$ cat src/rtl/temp_alert_pkg.sv
package temp_alert_pkg;

    // ------------------------------------------------------------
    // configuration word layout
    // ------------------------------------------------------------
    localparam int unsigned RATE_MSB     = 15;
    localparam int unsigned RATE_LSB     = 13;
    localparam int unsigned ONE_SHOT_BIT = 12;
    localparam int unsigned SHUTDOWN_BIT = 11;
    localparam int unsigned HI1_BIT      = 10;
    localparam int unsigned LO1_BIT      = 9;
    localparam int unsigned MODE1_BIT    = 8;
    localparam int unsigned ALERT_POLARITY1_BIT     = 7;
    localparam int unsigned HI2_BIT      = 6;
    localparam int unsigned LO2_BIT      = 5;
    localparam int unsigned MODE2_BIT    = 4;
    localparam int unsigned POL2_BIT     = 3;

    // ------------------------------------------------------------
    // widths and reset values
    // ------------------------------------------------------------
    localparam int unsigned CFG_W        = 16;
    localparam int unsigned TEMP_W       = 14;
    localparam logic [2:0]  RATE_RESET   = 3'h5;
    localparam logic [15:0] CONFIG_RESET = 16'hA000;

    // ------------------------------------------------------------
    // timing: clock period and conversion periods
    // ------------------------------------------------------------
    localparam int unsigned CLK_PERIOD_NS = 8;
    localparam int unsigned NS_PER_MS     = 1000000;
    localparam int unsigned CYCLES_PER_MS = NS_PER_MS / CLK_PERIOD_NS;
    localparam int unsigned PERIOD_MS [8] = '{15, 50, 100, 250, 500, 1000, 4000, 16000};

    // ------------------------------------------------------------
    // types
    // ------------------------------------------------------------
    typedef logic signed [TEMP_W-1:0] temp_t;

    typedef struct packed {
        logic [2:0] rate;
        logic       shutdown;
        logic       mode1;
        logic       alert_polarity1;
        logic       mode2;
        logic       pol2;
    } cfg_t;

    typedef struct packed {
        temp_t high;
        temp_t low;
    } limits_t;

endpackage

$ cat src/rtl/limit_channel.sv
`timescale 1ns/1ps

module limit_channel
    import temp_alert_pkg::*;
(
    // clock and reset
    input  wire logic                    clk,
    input  wire logic                    srst,
    // mode and events
    input  wire logic                    hyst,
    input  wire logic                    done,
    input  wire logic                    rd_clr,
    // result and limits
    input  wire temp_alert_pkg::temp_t   result,
    input  wire temp_alert_pkg::limits_t lim,
    // flags
    output logic                         hi_flag,
    output logic                         lo_flag
);
    import temp_alert_pkg::*;

    logic hi_q;
    logic lo_q;
    logic above;
    logic below;

    // ------------------------------------------------------------
    // comparisons against the limits
    // ------------------------------------------------------------
    assign above = result > lim.high;
    assign below = result < lim.low;

    // high flag: sticky window or threshold with hysteresis
    always_ff @(posedge clk)
    begin
        if (srst)
            hi_q <= 1'b0;
        else if (hyst)
        begin
            if (done && above)
                hi_q <= 1'b1;
            else if (done && below)
                hi_q <= 1'b0;
        end
        else
            hi_q <= (done && above) || (hi_q && !rd_clr);
    end

    // low flag: only used in window mode
    always_ff @(posedge clk)
    begin
        if (srst || hyst)
            lo_q <= 1'b0;
        else
            lo_q <= (done && below) || (lo_q && !rd_clr);
    end

    assign hi_flag = hi_q;
    assign lo_flag = lo_q && !hyst;

    // ------------------------------------------------------------
    // checks
    // ------------------------------------------------------------
    a_window_set: assert property (@(posedge clk) disable iff (srst)
        !hyst && done && above && below == 1'b0 |=> hi_flag)
        else $error("window high flag not set above limit");

    a_read_clear: assert property (@(posedge clk) disable iff (srst)
        !hyst && rd_clr && !done ##1 !hyst |-> !hi_flag && !lo_flag)
        else $error("window flags not cleared by read");

    a_hyst_hold: assert property (@(posedge clk) disable iff (srst)
        hyst && !done ##1 hyst |-> $stable(hi_flag))
        else $error("hysteresis flag changed outside conversion end");

    a_hyst_release: assert property (@(posedge clk) disable iff (srst)
        hyst && done && below && !above |=> !hi_flag)
        else $error("hysteresis flag not released below low limit");

    a_hyst_low_zero: assert property (@(posedge clk) disable iff (srst)
        hyst |-> !lo_flag)
        else $error("low flag nonzero in hysteresis mode");

endmodule // limit_channel

$ cat src/rtl/temp_sensor_config_alert.sv
// Summary of operation
// - rate field 15:13, reset 5h, sets continuous period; one-shot ignores it
// - writing one-shot 1 while shutdown 1 starts exactly one conversion
// - after the one-shot conversion, return to shutdown and stay idle
// - one-shot bit always reads back as zero
// - shutdown bit: 0 continuous conversions, 1 idle except one-shot requests
// - channel 1 high flag shows result above channel 1 high limit
// - channel 1 low flag shows result below low limit; zero in hysteresis
// - channel 1 window mode compares each result against high and low limits
// - window mode flags stay set until a configuration read clears them
// - channel 1 hysteresis: set above high limit, clear below low limit
// - hysteresis flags change only at conversion end; reads do not clear
// - polarity bit 7 makes alert pin active low at 0, high at 1
// - channel 2 high flag shows result above channel 2 high limit
// - channel 2 low flag below low limit in window; zero in hysteresis
// - channel 2 flags behave like channel 1 with own mode and limits; they and pol2 drive no alert pin
// - any configuration write aborts conversion and applies new settings at once
`timescale 1ns/1ps

module temp_sensor_config_alert
    import temp_alert_pkg::*;
#(
    parameter int unsigned CYCLES_MS = temp_alert_pkg::CYCLES_PER_MS
)
(
    // clock and reset
    input  wire logic                    CLK_SYS,
    input  wire logic                    SRST,
    // configuration register access
    input  wire logic                    REG_WR,
    input  wire logic [15:0]             REG_WDATA,
    input  wire logic                    REG_RD,
    output logic      [15:0]             REG_RDATA,
    // converter handshake
    output logic                         CONV_START,
    output logic                         CONV_ABORT,
    output logic                         CONV_BUSY,
    input  wire logic                    CONV_DONE,
    input  wire temp_alert_pkg::temp_t   CONV_RESULT,
    // limits
    input  wire temp_alert_pkg::limits_t LIMITS1,
    input  wire temp_alert_pkg::limits_t LIMITS2,
    // alert pin
    output logic                         ALERT_PIN1
);
    import temp_alert_pkg::*;

    typedef enum logic [1:0] {
        ST_SHUTDOWN,
        ST_CONVERT,
        ST_WAIT
    } state_t;

    state_t      state_q;
    cfg_t        cfg_q;
    logic        one_shot_q;
    logic        start_q;
    logic        abort_q;
    logic [31:0] tmr_q;
    logic [31:0] period_cyc;
    logic [15:0] rdata_q;
    logic        alert_q;
    logic        done_ok;
    logic        hi1;
    logic        lo1;
    logic        hi2;
    logic        lo2;
    logic        alert_any;

    // ------------------------------------------------------------
    // configuration register
    // ------------------------------------------------------------

    // writable fields, reset to the documented defaults
    always_ff @(posedge CLK_SYS)
    begin
        if (SRST)
        begin
            cfg_q          <= '0;
            cfg_q.rate     <= RATE_RESET;
        end
        else if (REG_WR)
        begin
            cfg_q.rate     <= REG_WDATA[RATE_MSB:RATE_LSB];
            cfg_q.shutdown <= REG_WDATA[SHUTDOWN_BIT];
            cfg_q.mode1    <= REG_WDATA[MODE1_BIT];
            cfg_q.alert_polarity1     <= REG_WDATA[ALERT_POLARITY1_BIT];
            cfg_q.mode2    <= REG_WDATA[MODE2_BIT];
            cfg_q.pol2     <= REG_WDATA[POL2_BIT];
        end
    end

    // read data, captured on the read strobe
    always_ff @(posedge CLK_SYS)
    begin
        if (SRST)
            rdata_q <= CONFIG_RESET;
        else if (REG_RD)
        begin
            rdata_q                        <= '0;
            rdata_q[RATE_MSB:RATE_LSB]     <= cfg_q.rate;
            rdata_q[ONE_SHOT_BIT]          <= 1'b0;
            rdata_q[SHUTDOWN_BIT]          <= cfg_q.shutdown;
            rdata_q[HI1_BIT]               <= hi1;
            rdata_q[LO1_BIT]               <= lo1;
            rdata_q[MODE1_BIT]             <= cfg_q.mode1;
            rdata_q[ALERT_POLARITY1_BIT]              <= cfg_q.alert_polarity1;
            rdata_q[HI2_BIT]               <= hi2;
            rdata_q[LO2_BIT]               <= lo2;
            rdata_q[MODE2_BIT]             <= cfg_q.mode2;
            rdata_q[POL2_BIT]              <= cfg_q.pol2;
        end
    end

    assign REG_RDATA = rdata_q;

    // ------------------------------------------------------------
    // conversion sequencing
    // ------------------------------------------------------------

    // period of the selected rate in clock cycles
    always_comb
        period_cyc = 32'(64'(PERIOD_MS[cfg_q.rate]) * 64'(CYCLES_MS));

    // a finished conversion counts only if no write aborted it
    assign done_ok = CONV_DONE && (state_q == ST_CONVERT) && !REG_WR;

    // state, start and abort pulses, period timer
    always_ff @(posedge CLK_SYS)
    begin
        if (SRST)
        begin
            state_q    <= ST_CONVERT;
            one_shot_q <= 1'b0;
            start_q    <= 1'b1;
            abort_q    <= 1'b0;
            tmr_q      <= 32'(64'(PERIOD_MS[RATE_RESET]) * 64'(CYCLES_MS)) - 32'h0000_0001;
        end
        else
        begin
            start_q <= 1'b0;
            abort_q <= 1'b0;
            if (tmr_q != 32'h0000_0000)
                tmr_q <= tmr_q - 32'h0000_0001;
            if (REG_WR)
            begin
                abort_q <= (state_q == ST_CONVERT);
                if (!REG_WDATA[SHUTDOWN_BIT])
                begin
                    // continuous: restart at the new rate
                    state_q    <= ST_CONVERT;
                    one_shot_q <= 1'b0;
                    start_q    <= 1'b1;
                    tmr_q      <= 32'(64'(PERIOD_MS[REG_WDATA[RATE_MSB:RATE_LSB]])
                                  * 64'(CYCLES_MS)) - 32'h0000_0001;
                end
                else if (REG_WDATA[ONE_SHOT_BIT])
                begin
                    // single conversion from shutdown
                    state_q    <= ST_CONVERT;
                    one_shot_q <= 1'b1;
                    start_q    <= 1'b1;
                end
                else
                begin
                    state_q    <= ST_SHUTDOWN;
                    one_shot_q <= 1'b0;
                end
            end
            else
            begin
                unique case (state_q)
                    ST_SHUTDOWN: ;
                    ST_CONVERT:
                    begin
                        if (done_ok && one_shot_q)
                        begin
                            state_q    <= ST_SHUTDOWN;
                            one_shot_q <= 1'b0;
                        end
                        else if (done_ok)
                            state_q <= ST_WAIT;
                    end
                    ST_WAIT:
                    begin
                        if (tmr_q == 32'h0000_0000)
                        begin
                            state_q <= ST_CONVERT;
                            start_q <= 1'b1;
                            tmr_q   <= period_cyc - 32'h0000_0001;
                        end
                    end
                endcase
            end
        end
    end

    assign CONV_START = start_q;
    assign CONV_ABORT = abort_q;
    assign CONV_BUSY  = (state_q == ST_CONVERT);

    // ------------------------------------------------------------
    // limit channels
    // ------------------------------------------------------------

    // channel 1
    limit_channel u_chan1 (
        .clk     (CLK_SYS),
        .srst    (SRST),
        .hyst    (cfg_q.mode1),
        .done    (done_ok),
        .rd_clr  (REG_RD),
        .result  (CONV_RESULT),
        .lim     (LIMITS1),
        .hi_flag (hi1),
        .lo_flag (lo1)
    );

    // channel 2, same behaviour with its own mode and limits
    limit_channel u_chan2 (
        .clk     (CLK_SYS),
        .srst    (SRST),
        .hyst    (cfg_q.mode2),
        .done    (done_ok),
        .rd_clr  (REG_RD),
        .result  (CONV_RESULT),
        .lim     (LIMITS2),
        .hi_flag (hi2),
        .lo_flag (lo2)
    );

    // ------------------------------------------------------------
    // alert pin
    // ------------------------------------------------------------

    // active level follows the polarity bit
    assign alert_any = hi1 || lo1;

    always_ff @(posedge CLK_SYS)
    begin
        if (SRST)
            alert_q <= 1'b1;                                    // idle high, active low
        else
            alert_q <= cfg_q.alert_polarity1 ? alert_any : !alert_any;
    end

    assign ALERT_PIN1 = alert_q;

    // ------------------------------------------------------------
    // checks
    // ------------------------------------------------------------
    a_os_reads_zero: assert property (@(posedge CLK_SYS) disable iff (SRST)
        REG_RD |=> !REG_RDATA[ONE_SHOT_BIT])
        else $error("one-shot bit read back nonzero");

    a_write_abort: assert property (@(posedge CLK_SYS) disable iff (SRST)
        REG_WR && CONV_BUSY |=> CONV_ABORT)
        else $error("write did not abort running conversion");

    a_continuous_restart: assert property (@(posedge CLK_SYS) disable iff (SRST)
        REG_WR && !REG_WDATA[SHUTDOWN_BIT] |=> CONV_START && CONV_BUSY)
        else $error("continuous write did not restart conversion");

    a_oneshot_start: assert property (@(posedge CLK_SYS) disable iff (SRST)
        REG_WR && REG_WDATA[SHUTDOWN_BIT] && REG_WDATA[ONE_SHOT_BIT] |=> CONV_START)
        else $error("one-shot request did not start conversion");

    a_oneshot_return: assert property (@(posedge CLK_SYS) disable iff (SRST)
        done_ok && one_shot_q |=> state_q == ST_SHUTDOWN ##1 (!CONV_START || $past(REG_WR)))
        else $error("one-shot did not return to shutdown");

    a_shutdown_quiet: assert property (@(posedge CLK_SYS) disable iff (SRST)
        state_q == ST_SHUTDOWN && !REG_WR |=> !CONV_START)
        else $error("conversion started in shutdown");

    a_alert_level: assert property (@(posedge CLK_SYS) disable iff (SRST)
        ##1 ALERT_PIN1 == ($past(cfg_q.alert_polarity1) ~^ $past(alert_any)))
        else $error("alert pin level wrong for flags and polarity");

endmodule // temp_sensor_config_alert

$ cat config.mk
export PLATFORM = sky130hd
export DESIGN_NAME = temp_sensor_config_alert
export DESIGN_NICKNAME = d
export VERILOG_FILES = /design/src/rtl/temp_alert_pkg.sv /design/src/rtl/limit_channel.sv /design/src/rtl/temp_sensor_config_alert.sv
export SDC_FILE = /design/constraint.sdc
export NUM_CORES = 1
export LEC_CHECK = 0
export ABC_CLOCK_PERIOD_IN_PS = 8700
export BUFFER_PORTS_ARGS = -buffer_cell sky130_fd_sc_hd__buf_2
export CAP_MARGIN = 20
export CORE_MARGIN = 5
export CORE_UTILIZATION = 50
export CTS_CLUSTER_DIAMETER = 100
export DETAILED_ROUTE_END_ITERATION = 12
export GPL_ROUTABILITY_DRIVEN = 0
export GPL_TIMING_DRIVEN = 0
export PLACE_DENSITY = 0.69
export SLEW_MARGIN = 20
export SYNTH_ARGS = -nofsm -noshare
export SYNTH_HDL_FRONTEND = slang
export SYNTH_HIERARCHICAL = 1
export SYNTH_SLANG_ARGS = --single-unit
$ cat constraint.sdc
create_clock -name CLK_SYS -period 8.7 [get_ports CLK_SYS]
set_input_delay 1.305 -clock CLK_SYS [delete_from_list [all_inputs] [get_ports CLK_SYS]]
set_output_delay 1.305 -clock CLK_SYS [all_outputs]
set_load 0.02 [all_outputs]
; After elaboration in Yosys (flattened, before gate mapping)
; Memories as Yosys holds them, arrays and structs flattened.
; Cells that the tools add are included.
[totals]
ff_bits = 62
romBits = 512
in_bits = 91
output_inout_bits = 20
wordCells = 104
memories = 2
[op_classes]
add_sub_neg = 3
multipliers = 2
order_cmp = 6
n_eq_ne = 6
muxes = 32
bitwise_logic = 3
reduce_logical = 33
[mem_list]
columns = memory, words, word_bits, rd, rd_clocked_by_memory_dff, wr, line_no
row1 = (no name shown), 8, 32, 1, 0, 0, temp_sensor_config_alert.sv:154  ; tmr_q <= 32'(64'(PERIOD_MS[REG_WDATA[RATE_MSB:RATE_LSB]])
row2 = (no name shown), 8, 32, 1, 0, 0, temp_sensor_config_alert.sv:123  ; period_cyc = 32'(64'(PERIOD_MS[cfg_q.rate]) * 64'(CYCLES_MS));
[ops]
columns = op, count
row1 = $mux 32, 9
row2 = $sub 32x1->32 const B, 3
row3 = $mul 32x14->29 const B, 2
row4 = $logic_not 32->1, 1
row5 = $reduce_bool 32->1, 1
row6 = $gt 14x14->1, 2
row7 = $lt 14x14->1, 2
row8 = $mux 1, 18
row9 = $logic_and 1x1->1, 13
row10 = $ge 4x4->1 const B, 2
row11 = $mux 2, 4
row12 = $not 3->4, 2
row13 = $logic_or 1x1->1, 7
row14 = $ne 3x1->1 const B, 2
row15 = $logic_not 1->1, 5
row16 = $ne 4x2->1 const B, 1
row17 = $pmux 2 s2, 1
row18 = $reduce_bool 2->1, 2
row19 = $ne 3x3->1 const B, 1
row20 = $reduce_and 3->1, 1
row21 = $reduce_bool 3->1, 1
row22 = $eq 2x1->1 const B, 1
row23 = $eq 2x2->1 const B, 1
row24 = $reduce_and 2->1, 1
row25 = other kinds (2), 2

; Logic depth before layout (Yosys ltp)
; Gate-level depths: netlist of run 1.
[logic_depth]
depth_word = 9
ltp_mapped = 29
depth_no_buf = 27

; Hierarchy
; Netlist of run 1, hierarchy kept.
[modules_own_cells]
columns = module, n_inst, cells_each, area_per_inst_um2, seq_area_each_um2
row1 = temp_sensor_config_alert, 1, 1260, 10322.4, 1161.1
row2 = limit_channel, 2, 109, 809.5, 40.0

; Least setup slack after synthesis of run 1
; OpenSTA, ideal clock, no wires.
[synth_path]
kind = in2reg
start = in REG_WDATA[14]
end = reg tmr_q[29]
setup_ns = 0.134
arrival_ns = 7.842
t_required_ns = 8.566
setup_slack_ns = 0.724
path_stages = 27
n_path_buf = 2
path_cell_list = clkbuf_1 -> inv_1 -> ha_1 -> nor2b_1 -> clkbuf_1 -> a21oi_1 -> ha_1 -> inv_1 -> fa_1 -> inv_1 -> fa_1 -> inv_1 -> fa_1 -> inv_1 -> ha_1 -> ha_1 -> ha_1 -> nand2_1 -> or4_1 -> a21oi_1 -> nor3_1 -> xnor2_1 -> nor3_1 -> a311oi_1 -> or3_1 -> a31oi_1 -> o22ai_1
[synth_via]
elab_chain_cells = 8
[synth_lines]
columns = element, line_no
row1 = "start, declared", temp_sensor_config_alert.sv:31  ; input wire logic [15:0] REG_WDATA,
row2 = $not 3->4 (not written as such), temp_sensor_config_alert.sv:154
row3 = $mem_v2 8x32, n/a
row4 = $mux 32 (not written as such) (2 in series), temp_sensor_config_alert.sv:154
row5 = $mul 32x14->29, temp_sensor_config_alert.sv:155  ; * 64'(CYCLES_MS)) - 32'h0000_0001;
row6 = $sub 32x1->32, temp_sensor_config_alert.sv:155
row7 = $mux 32, temp_sensor_config_alert.sv:148  ; if (!REG_WDATA[SHUTDOWN_BIT])
row8 = $mux 32, temp_sensor_config_alert.sv:145  ; if (REG_WR)
row9 = "end signal, assigned", temp_sensor_config_alert.sv:137  ; tmr_q <= 32'(64'(PERIOD_MS[RATE_RESET]) * 64'(CYCLES_MS)) - 32'h0000_0001;
row10 = "end signal, assigned", temp_sensor_config_alert.sv:144  ; tmr_q <= tmr_q - 32'h0000_0001;
row11 = "end signal, assigned", temp_sensor_config_alert.sv:154
row12 = "end, declared", temp_sensor_config_alert.sv:59  ; logic [31:0] tmr_q;
; No other way between the ends. The select of a mux whose other input is x is not followed.
; A chain may end at the register's enable or synchronous reset.

; Worst setup path in the final report of run 1
[layout_path]
start = in REG_WDATA[15]
end = reg tmr_q[29]
; Same word-level chain as after synthesis.

==> results of run 1 <==
[area by class of cell]
cell class / instances / area [um2] / share of cell area
inverter: 183 / 687 / 0.0520
sequential: 62 / 1240 / 0.0940
timing repair buffer: 99 / 495 / 0.0375
multi-input combinational: 1195 / 9840 / 0.745
buffer: 39 / 194 / 0.0147
clock inverter: 7 / 120 / 0.00909
clock buffer: 9 / 225 / 0.0171
antenna: 1 / 2.50 / 0.000189
tap: 319 / 399 / 0.0302
[synthesized netlist by cell type, types with 20 or more instances]
library cell and n:
o211ai_1 20, xnor2_1 69, dfxtp_1 62, nor3_1 44, clkbuf_1 27, inv_1 181, nor2b_1 21, a21oi_1 77
nand2_1 83, mux2i_1 23, nand3_1 40, nor2_1 106, xor2_1 52, nand2b_1 32, fa_1 54, o21ai_0 39
a21o_1 30, ha_1 244
[report_power, final]
group	internal [mW]	switching, mW
combinational	0.938	1.35
sequential	0.309	0.0251
clock	0.281	0.142
total	1.53	1.52
[metal layers]
metal	vias to the layer above	share of wire	GRT usage
li1	5415	-	-
met1	5137	0.48	0.342
met2	348	0.43	0.381
met3	37	0.068	0.0454
met4	0	0.017	0.0454
met5	-	0	0
[flip-flops by register name, indices dropped and copies added (netlist names), 2 cells and up]
name and flops:
tmr_q 32, REG_RDATA 12, cfg_q 8, state_q 2
[how the worst min path moves through the flow]
stage / start / end / slack [ns] / cells past startpoint
2_1_floorplan: u_chan1/lo_q / u_chan1/lo_q / 0.44 / 2
3_3_place_gp: REG_RDATA[13] / REG_RDATA[13] / 0.46 / 2
3_5_place_dp: REG_RDATA[13] / REG_RDATA[13] / 0.46 / 2
4_1_cts: u_chan2/lo_q / u_chan2/lo_q / 0.48 / 2
5_1_grt: REG_RDATA[15] / REG_RDATA[15] / 0.51 / 2
6_report: REG_RDATA[13] / REG_RDATA[13] / 0.47 / 2
[per-stage QoR]
step,area [um2],utilization
after CTS,13200,0.562
after global routing,13200,0.563
final,13200,0.563
after detailed placement,12800,0.547
after floorplan,12000,-
after global placement,12800,0.547
[cell families after synthesis]
family	after synthesis	share of synthesized area
AOI/OAI and AO/OA	300	0.169
xor gates and xnor gates	121	0.0887
adders and majority gates	298	0.346
buffers and inverters	224	0.0743
DFF	62	0.104
muxes	27	0.0231
other	1	0.000314
and+or+nand+nor	445	0.195
[critical path, delay by kind of cell]
kind / cells / cell delay [ns]
compound gates: 4 / 0.84
xor+xnor: 1 / 0.21
fa+ha+maj: 8 / 3.39
buf+inv: 7 / 1.16
simple gates: 5 / 1.47
==> reports/qor.csv, run 1 <==
stage,metric,value,unit
status,status,"complete, no violations",
global_routing,antenna_found_initial,1,
synthesis,synth.distinct_cells,79,
final_layout,final_cell_count_no_fill,1914,
synthesis,syn_area_per_cell,8.08,um2
critical_path,critPathMaxFanout,10,
synthesis,synthFlopType,dfxtp_1,
sta,finalClockSkew,0.00665,ns
final_layout,fin_nets,1978,
floorplanning,die_h,165,um
critical_path,slowest_delay,0.53,ns
sta,slew_viol_final,0,
drt,antenna_left,0,
placement,post-dp-hpwl,27100,um
placement,pre_cts_ws,-0.951,ns
synthesis,yosysTopAreaCell,ha_1,
critical_path,crit_end,tmr_q[29],
final_layout,layout_common_cells,"244 x ha_1, 181 x inv_1, 106 x nor2_1",
global_routing,grt_max_degree,20,
floorplanning,core,23500,um2
cts,clk_pin_slew,0.06,ns
pwr,vdd_drop_max,0.182,mV
drt,wl_per_cell,16.8,um
cts,clockBufferDepth,2,
critical_path,r2r-end,tmr_q[25],
critical_path,crit_start,REG_WDATA[15],
final_layout,area_growth,10.6,%
drt,wirelength,32200,um
floorplanning,start_util,0.509,
cts,hold_buffers,0,
hold_path,hp-class,register to register,
sta,finalCritPeriodShare,0.942,
sta,timing.final.hold_violations,0,
final_layout,layout_commonest_cell,ha_1,
drt,viasPerCell,5.71,
final_layout,drive_above_1_share,0.102,
cts,root_buffer,clkbuf_16,
sta,fin_tns_setup,0,ns
placement,dp.cells,1899,
pwr,power,3.05,mW
drt,post-route-drc-count,0,
sta,tightestPinTransition,0.856,ns
sta,min_period,8.20,ns
critical_path,cp.required,8.89,ns
cts,cts_buffers,9,
cts,htreeDepth,3,
floorplanning,fp.dieW,165,um
cts,cts_tree,done,
synthesis,synth.area.top_cells,"ha_1 26%, dfxtp_1 10%, fa_1 9.1%",
critical_path,end_kind,register,
critical_path,r2r_cells,26,
global_routing,grt_pass1_wl,53000,um
cts,cts_resized,1,
sta,setup_viol,0,
pwr,leakagePower,6.57,nW
critical_path,slowest_stage,fa_1,
sta,timing.fmax,0.122,GHz
floorplanning,ios,111,
critical_path,setup.worst_path.class,input pin to register,
synthesis,synth_area,11900,um2
synthesis,synth_seq_cells,62,
drt,dr.pass1.iters,5,
global_routing,track_usage,0.240,
critical_path,start_kind,input pin,
floorplanning,num_rows,56,
synthesis,synth_cells,1478,
critical_path,cp.arrival,8.39,ns
job,cap_violations,0,
drt,via_count,10900,
synthesis,synth-async-reset-ratio,0,
critical_path,rrSetupSlack,0.60,ns
pwr,powerDensity,231,nW/um2
floorplanning,die-area,27100,um2
synthesis,ys_warn_count,6,
global_routing,grt_pass1_vias,10700,
global_routing,globalRouteOverflowTotal,0,
cts,clock_sinks,62,
synthesis,synth_top_cell_area_share,0.256,
cts,insertion_delay,0.34,ns
drt,drt_iter0_markers,782,
synthesis,synth-edff-count,0,
synthesis,seq_area_frac_synth,0.104,
sta,fin_ws,0.502,ns
final_layout,final.fill_count,2185,
cts,cts_setup_buffers,0,
sta,slew_headroom,0.429,
placement,io_buffers,99,
sta,whs,0.473,ns
critical_path,reg2reg_from,cfg_q[6],
(Power assumes the default switching activity.)
==> run 2: changes to the inputs <==
- ABC_CLOCK_PERIOD_IN_PS: 8700 -> 10300
- clock period: 8.7 -> 10.3 ns (I/O delays scaled with it)
==> reports/qor.csv, run 2 (synthesized netlist as in run 1, its figures left out) <==
stage,metric,value,unit,change
sta,min_period,9.59,ns,
floorplanning,fp.dieW,165,um,unchanged
pwr,power_frac_seq,0.110,,about the same
hold_path,holdPathStages,2,,unchanged
sta,finalCritPeriodShare,0.931,,
floorplanning,num_rows,56,,unchanged
sta,fin_tns_setup,0,ns,unchanged
floorplanning,die-area,27100,um2,unchanged
critical_path,start_kind,input pin,,
cts,insertion_delay,0.34,ns,about the same
cts,cts_setup_buffers,0,,unchanged
drt,wl_per_cell,16.9,um,+0.21%
cts,root_buffer,clkbuf_16,,
job,cap_violations,0,,unchanged
floorplanning,ios,111,,unchanged
hold_path,min_from,REG_RDATA[13],,
sta,timing.fmax,0.104,GHz,
cts,cts_resized,0,,-1
sta,tightestPinTransition,0.937,ns,+0.0808 ns
cts,cts_buffers,9,,unchanged
critical_path,r2r-end,tmr_q[25],,
final_layout,fin_nets,1980,,+0.10%
placement,post-dp-hpwl,27100,um,unchanged
drt,viasPerCell,5.71,,-0.11%
drt,post-route-drc-count,0,,unchanged
final_layout,largest_reg_flops,32,,unchanged
critical_path,critPathMaxFanout,10,,unchanged
sta,setup_viol,0,,unchanged
drt,drt_iter0_markers,790,,+1.0%
floorplanning,core,23500,um2,unchanged
status,status,"complete, no violations",,
drt,via_count,10900,,-0.0091%
pwr,vdd_drop_max,0.153,mV,-16%
floorplanning,die_h,165,um,unchanged
final_layout,layout_commonest_cell,ha_1,,
hold_path,hp-class,register to register,,
critical_path,crit_start,REG_WDATA[14],,
critical_path,slowest_stage,a21oi_1,,
critical_path,slowest_delay,0.82,ns,+0.29 ns
sta,finalClockSkew,0.00626,ns,-0.000397 ns
cts,clockBufferDepth,2,,unchanged
global_routing,grt_pass1_wl,53100,um,+0.20%
pwr,p_sw,1.28,mW,-16%
critical_path,cp.required,10.49,ns,+1.60 ns
sta,whs,0.473,ns,-0.000181 ns
critical_path,r2r_cells,26,,unchanged
global_routing,antenna_found_initial,1,,unchanged
global_routing,track_usage,0.240,,+0.000473
cts,clock_sinks,62,,unchanged
global_routing,globalRouteOverflowTotal,0,,unchanged
critical_path,setup.worst_path.class,input pin to register,,
pwr,leakagePower,6.56,nW,about the same
pwr,powerDensity,195,nW/um2,-16%
global_routing,grt_max_degree,14,,-30%
pwr,sw_frac_of_total,0.498,,about the same
final_layout,regMostFlops,tmr_q,,
sta,timing.final.hold_violations,0,,unchanged
hold_path,hold_end,REG_RDATA[13],,
sta,slew_headroom,0.375,,-0.0538
drt,antenna_left,0,,unchanged
sta,grt_setup_unrepaired,false,,
critical_path,reg2reg_from,cfg_q[6],,
placement,io_buffers,99,,unchanged
drt,wirelength,32300,um,+0.32%
critical_path,rrSetupSlack,2.18,ns,+1.58 ns
final_layout,final.fill_count,2186,,+0.046%
final_layout,area_growth,10.5,%,
global_routing,grt_pass1_vias,10700,,+0.18%
sta,fin_ws,0.714,ns,+0.212 ns
cts,clk_pin_slew,0.06,ns,about the same
pwr,power,2.57,mW,-16%
sta,slew_viol_final,0,,unchanged
placement,pre_cts_ws,0.409,ns,+1.36 ns
drt,dr.pass1.iters,5,,unchanged
final_layout,drive_above_1_share,0.0990,,-0.00263
critical_path,end_kind,register,,
cts,cts_tree,done,,
final_layout,layout_common_cells,"244 x ha_1, 181 x inv_1, 106 x nor2_1",,
cts,htreeDepth,3,,unchanged
critical_path,cp.arrival,9.78,ns,+1.39 ns
pwr,combinationalPowerShare,0.752,,about the same
pwr,p_int,1.29,mW,-16%
cts,hold_buffers,0,,unchanged
floorplanning,start_util,0.509,,unchanged
pwr,pwr-share-clk,0.139,,about the same
final_layout,final_util,0.562,,-0.000586
-- run 2: power groups by stage --
stage          sequential, mW  clock (mW)  combinational (mW)
2_1_floorplan           0.284           0                1.50
3_5_place_dp            0.287           0                1.91
6_report                0.282       0.356                1.93
4_1_cts                 0.282       0.359                1.93
5_1_grt                 0.285       0.370                2.20
3_3_place_gp            0.286           0                1.88
-- run 2: cell type report --
type	count	area, um2	area share
repair buffers	99	495	0.0375
inverters	183	687	0.0521
clock buffers	9	225	0.0171
diodes	1	2.50	0.000190
multi-input cells	1195	9820	0.745
clock inverters	7	120	0.00910
plain buffers	41	200	0.0152
well taps	319	399	0.0302
flip-flops and latches	62	1240	0.0941
-- run 2: per-stage QoR --
step	cell area (um2)	instances
2_1_floorplan	12000	1481
3_3_place_gp	12800	1899
3_5_place_dp	12800	1899
4_1_cts	13200	1915
5_1_grt	13200	1916
6_report	13200	1916
-- run 2: metal layers --
layer | global-route usage | routed length [um]
met1 | 0.343 | 15500
met2 | 0.381 | 14000
met3 | 0.0454 | 2290
met4 | 0.0454 | 494
met5 | 0 | 0
-- run 2: how the worst max path moves through the flow --
| stage | slack, ns | to | cells after the start |
|---|---|---|---|
| 2_1_floorplan | 2.08 | tmr_q[29] | 27 |
| 3_3_place_gp | 0.46 | tmr_q[29] | 28 |
| 3_5_place_dp | 0.41 | tmr_q[29] | 28 |
| 4_1_cts | 0.74 | tmr_q[29] | 28 |
| 5_1_grt | 0.20 | tmr_q[30] | 28 |
| 6_report | 0.71 | tmr_q[29] | 28 |
-- run 2: critical path: cells and delay by family --
kind                     cells  cell delay [ns]
AO/OA/AOI/OAI                5             1.71
adder cells (fa/ha/maj)      8             2.96
XOR/XNOR                     1             0.19
buffers and inverters        8             1.53
AND/OR/NAND/NOR              6             1.80
==> run 3: changes to the inputs <==
- MAX_ROUTING_LAYER: default -> met4
- PLACE_DENSITY: 0.69 -> default
- PLACE_DENSITY_LB_ADDON: default -> 0.1
==> reports/qor.csv, run 3 (synthesized netlist as in run 1, its figures left out) <==
stage,metric,value,unit,change
global_routing,grt_pass1_vias,10900,,+1.0%
cts,clock_sinks,62,,unchanged
cts,root_buffer,clkbuf_16,,
sta,min_period,9.72,ns,+0.137 ns
cts,clockBufferDepth,2,,unchanged
global_routing,globalRouteOverflowTotal,0,,unchanged
hold_path,min_from,u_chan2/lo_q,,
floorplanning,die-area,27100,um2,unchanged
floorplanning,fp.dieW,165,um,unchanged
sta,finalCritPeriodShare,0.944,,+0.0133
placement,io_buffers,99,,unchanged
final_layout,regMostFlops,tmr_q,,
critical_path,critPathMaxFanout,10,,unchanged
hold_path,holdPathStages,2,,unchanged
cts,htreeDepth,3,,unchanged
critical_path,slowest_delay,0.86,ns,+0.04 ns
drt,post-route-drc-count,0,,unchanged
placement,dp.cells,1899,,unchanged
final_layout,area_growth,10.2,%,
sta,setup_viol,0,,unchanged
sta,tightestPinTransition,0.984,ns,+0.0468 ns
cts,cts_resized,0,,unchanged
final_layout,drive_above_1_share,0.0984,,-0.000565
critical_path,setup.worst_path.class,input pin to register,,
floorplanning,num_rows,56,,unchanged
cts,insertion_delay,0.33,ns,about the same
critical_path,end_kind,register,,
cts,clk_pin_slew,0.05,ns,about the same
cts,cts_buffers,9,,unchanged
critical_path,r2r_cells,26,,unchanged
final_layout,fin_area,13200,um2,-0.29%
floorplanning,ios,111,,unchanged
placement,post-dp-hpwl,27400,um,+1.2%
pwr,vdd_drop_max,0.141,mV,-8.4%
floorplanning,core,23500,um2,unchanged
drt,wirelength,32600,um,+0.86%
critical_path,slowest_stage,a21oi_1,,
drt,drt_iter0_markers,706,,-11%
sta,slew_viol_final,0,,unchanged
final_layout,final_cell_count_no_fill,1914,,-0.10%
global_routing,grt_pass1_wl,53900,um,+1.6%
critical_path,critical-path-top-delay-family,adder cells,,
global_routing,antenna_found_initial,0,,-1
drt,dr.pass1.iters,5,,unchanged
critical_path,reg2reg_from,cfg_q[6],,
critical_path,rrSetupSlack,2.14,ns,-0.04 ns
cts,hold_buffers,0,,unchanged
critical_path,cp.required,10.49,ns,about the same
critical_path,cp.arrival,9.91,ns,+0.13 ns
job,cap_violations,0,,unchanged
sta,fin_tns_setup,0,ns,unchanged
drt,viasPerCell,5.71,,about the same
final_layout,layout_commonest_cell,ha_1,,
global_routing,track_usage,0.252,,+0.0121
sta,timing.final.hold_violations,0,,unchanged
drt,antenna_left,0,,unchanged
sta,finalClockSkew,0.00631,ns,+0.0000535 ns
final_layout,largest_reg_flops,32,,unchanged
sta,slew_headroom,0.344,,-0.0312
critical_path,cp_num_buf_inv,8,,unchanged
drt,via_count,10900,,-0.13%
floorplanning,die_h,165,um,unchanged
pwr,leakagePower,6.55,nW,-0.23%
pwr,powerDensity,194,nW/um2,-0.42%
drt,wl_per_cell,17.0,um,+0.96%
sta,grt_setup_unrepaired,false,,
status,status,"complete, no violations",,
placement,dpl-instance-area,12800,um2,unchanged
final_layout,layout_common_cells,"244 x ha_1, 181 x inv_1, 106 x nor2_1",,
final_layout,fin_nets,1980,,unchanged
cts,cts_tree,done,,
sta,timing.fmax,0.103,GHz,-1.4%
floorplanning,start_util,0.509,,unchanged
critical_path,r2r-end,tmr_q[25],,
cts,cts_setup_buffers,0,,unchanged
final_layout,num_antenna_cells,0,,-1
global_routing,grt_max_degree,14,,unchanged
critical_path,start_kind,input pin,,
hold_path,hp-class,register to register,,
pwr,power,2.55,mW,-0.72%
hold_path,hold_end,u_chan2/lo_q,,
[run 3: area by class of cell]
type,instances,area [um2]
Multi-Input combinational cell,1195,9820
Clock buffer,12,267
Sequential cell,62,1240
Tap cell,319,399
Buffer,41,200
Inverter,183,687
Timing Repair Buffer,99,495
Fill cell,2273,10300
Clock inverter,3,42.5
[run 3: per-layer routing]
metal,part of all wire,wire (um),global-route usage,up-vias
met4,0.011,349,0.0336,0
li1,-,-,-,5414
met5,0,0,-,-
met1,0.50,16400,0.363,5187
met2,0.42,13800,0.381,293
met3,0.061,1990,0.0449,28
[run 3: worst min-delay path: cells and delay by family, from the launching register on]
family / cells / cell delay (ns)
DFF: 1 / 0.31
and+or+nand+nor: 1 / 0.07
AOI/OAI and AO/OA: 1 / 0.06
[run 3: worst max-delay path by stage]
stage                 to  cells after the start          start
6_report       tmr_q[29]                     28  REG_WDATA[14]
5_1_grt        tmr_q[30]                     28  REG_WDATA[14]
4_1_cts        tmr_q[29]                     28  REG_WDATA[14]
3_5_place_dp   tmr_q[29]                     28  REG_WDATA[14]
3_3_place_gp   tmr_q[29]                     28  REG_WDATA[14]
2_1_floorplan  tmr_q[29]                     27  REG_WDATA[14]
[run 3: where the power goes]
group / internal, mW / switching (mW) / leakage [nW] / total, mW
Sequential: 0.261 / 0.0210 / 0.509 / 0.282
Combinational: 0.792 / 1.16 / 5.89 / 1.96
Clock: 0.205 / 0.109 / 0.151 / 0.314
[run 3: stage by stage]
step           hold slack, ns  worst slack, ns  utilization
2_1_floorplan           0.441             2.08            -
3_3_place_gp            0.467            0.447        0.547
3_5_place_dp            0.468            0.336        0.547
4_1_cts                 0.479            0.666        0.561
5_1_grt                 0.500           0.0796        0.561
6_report                0.485            0.577        0.561
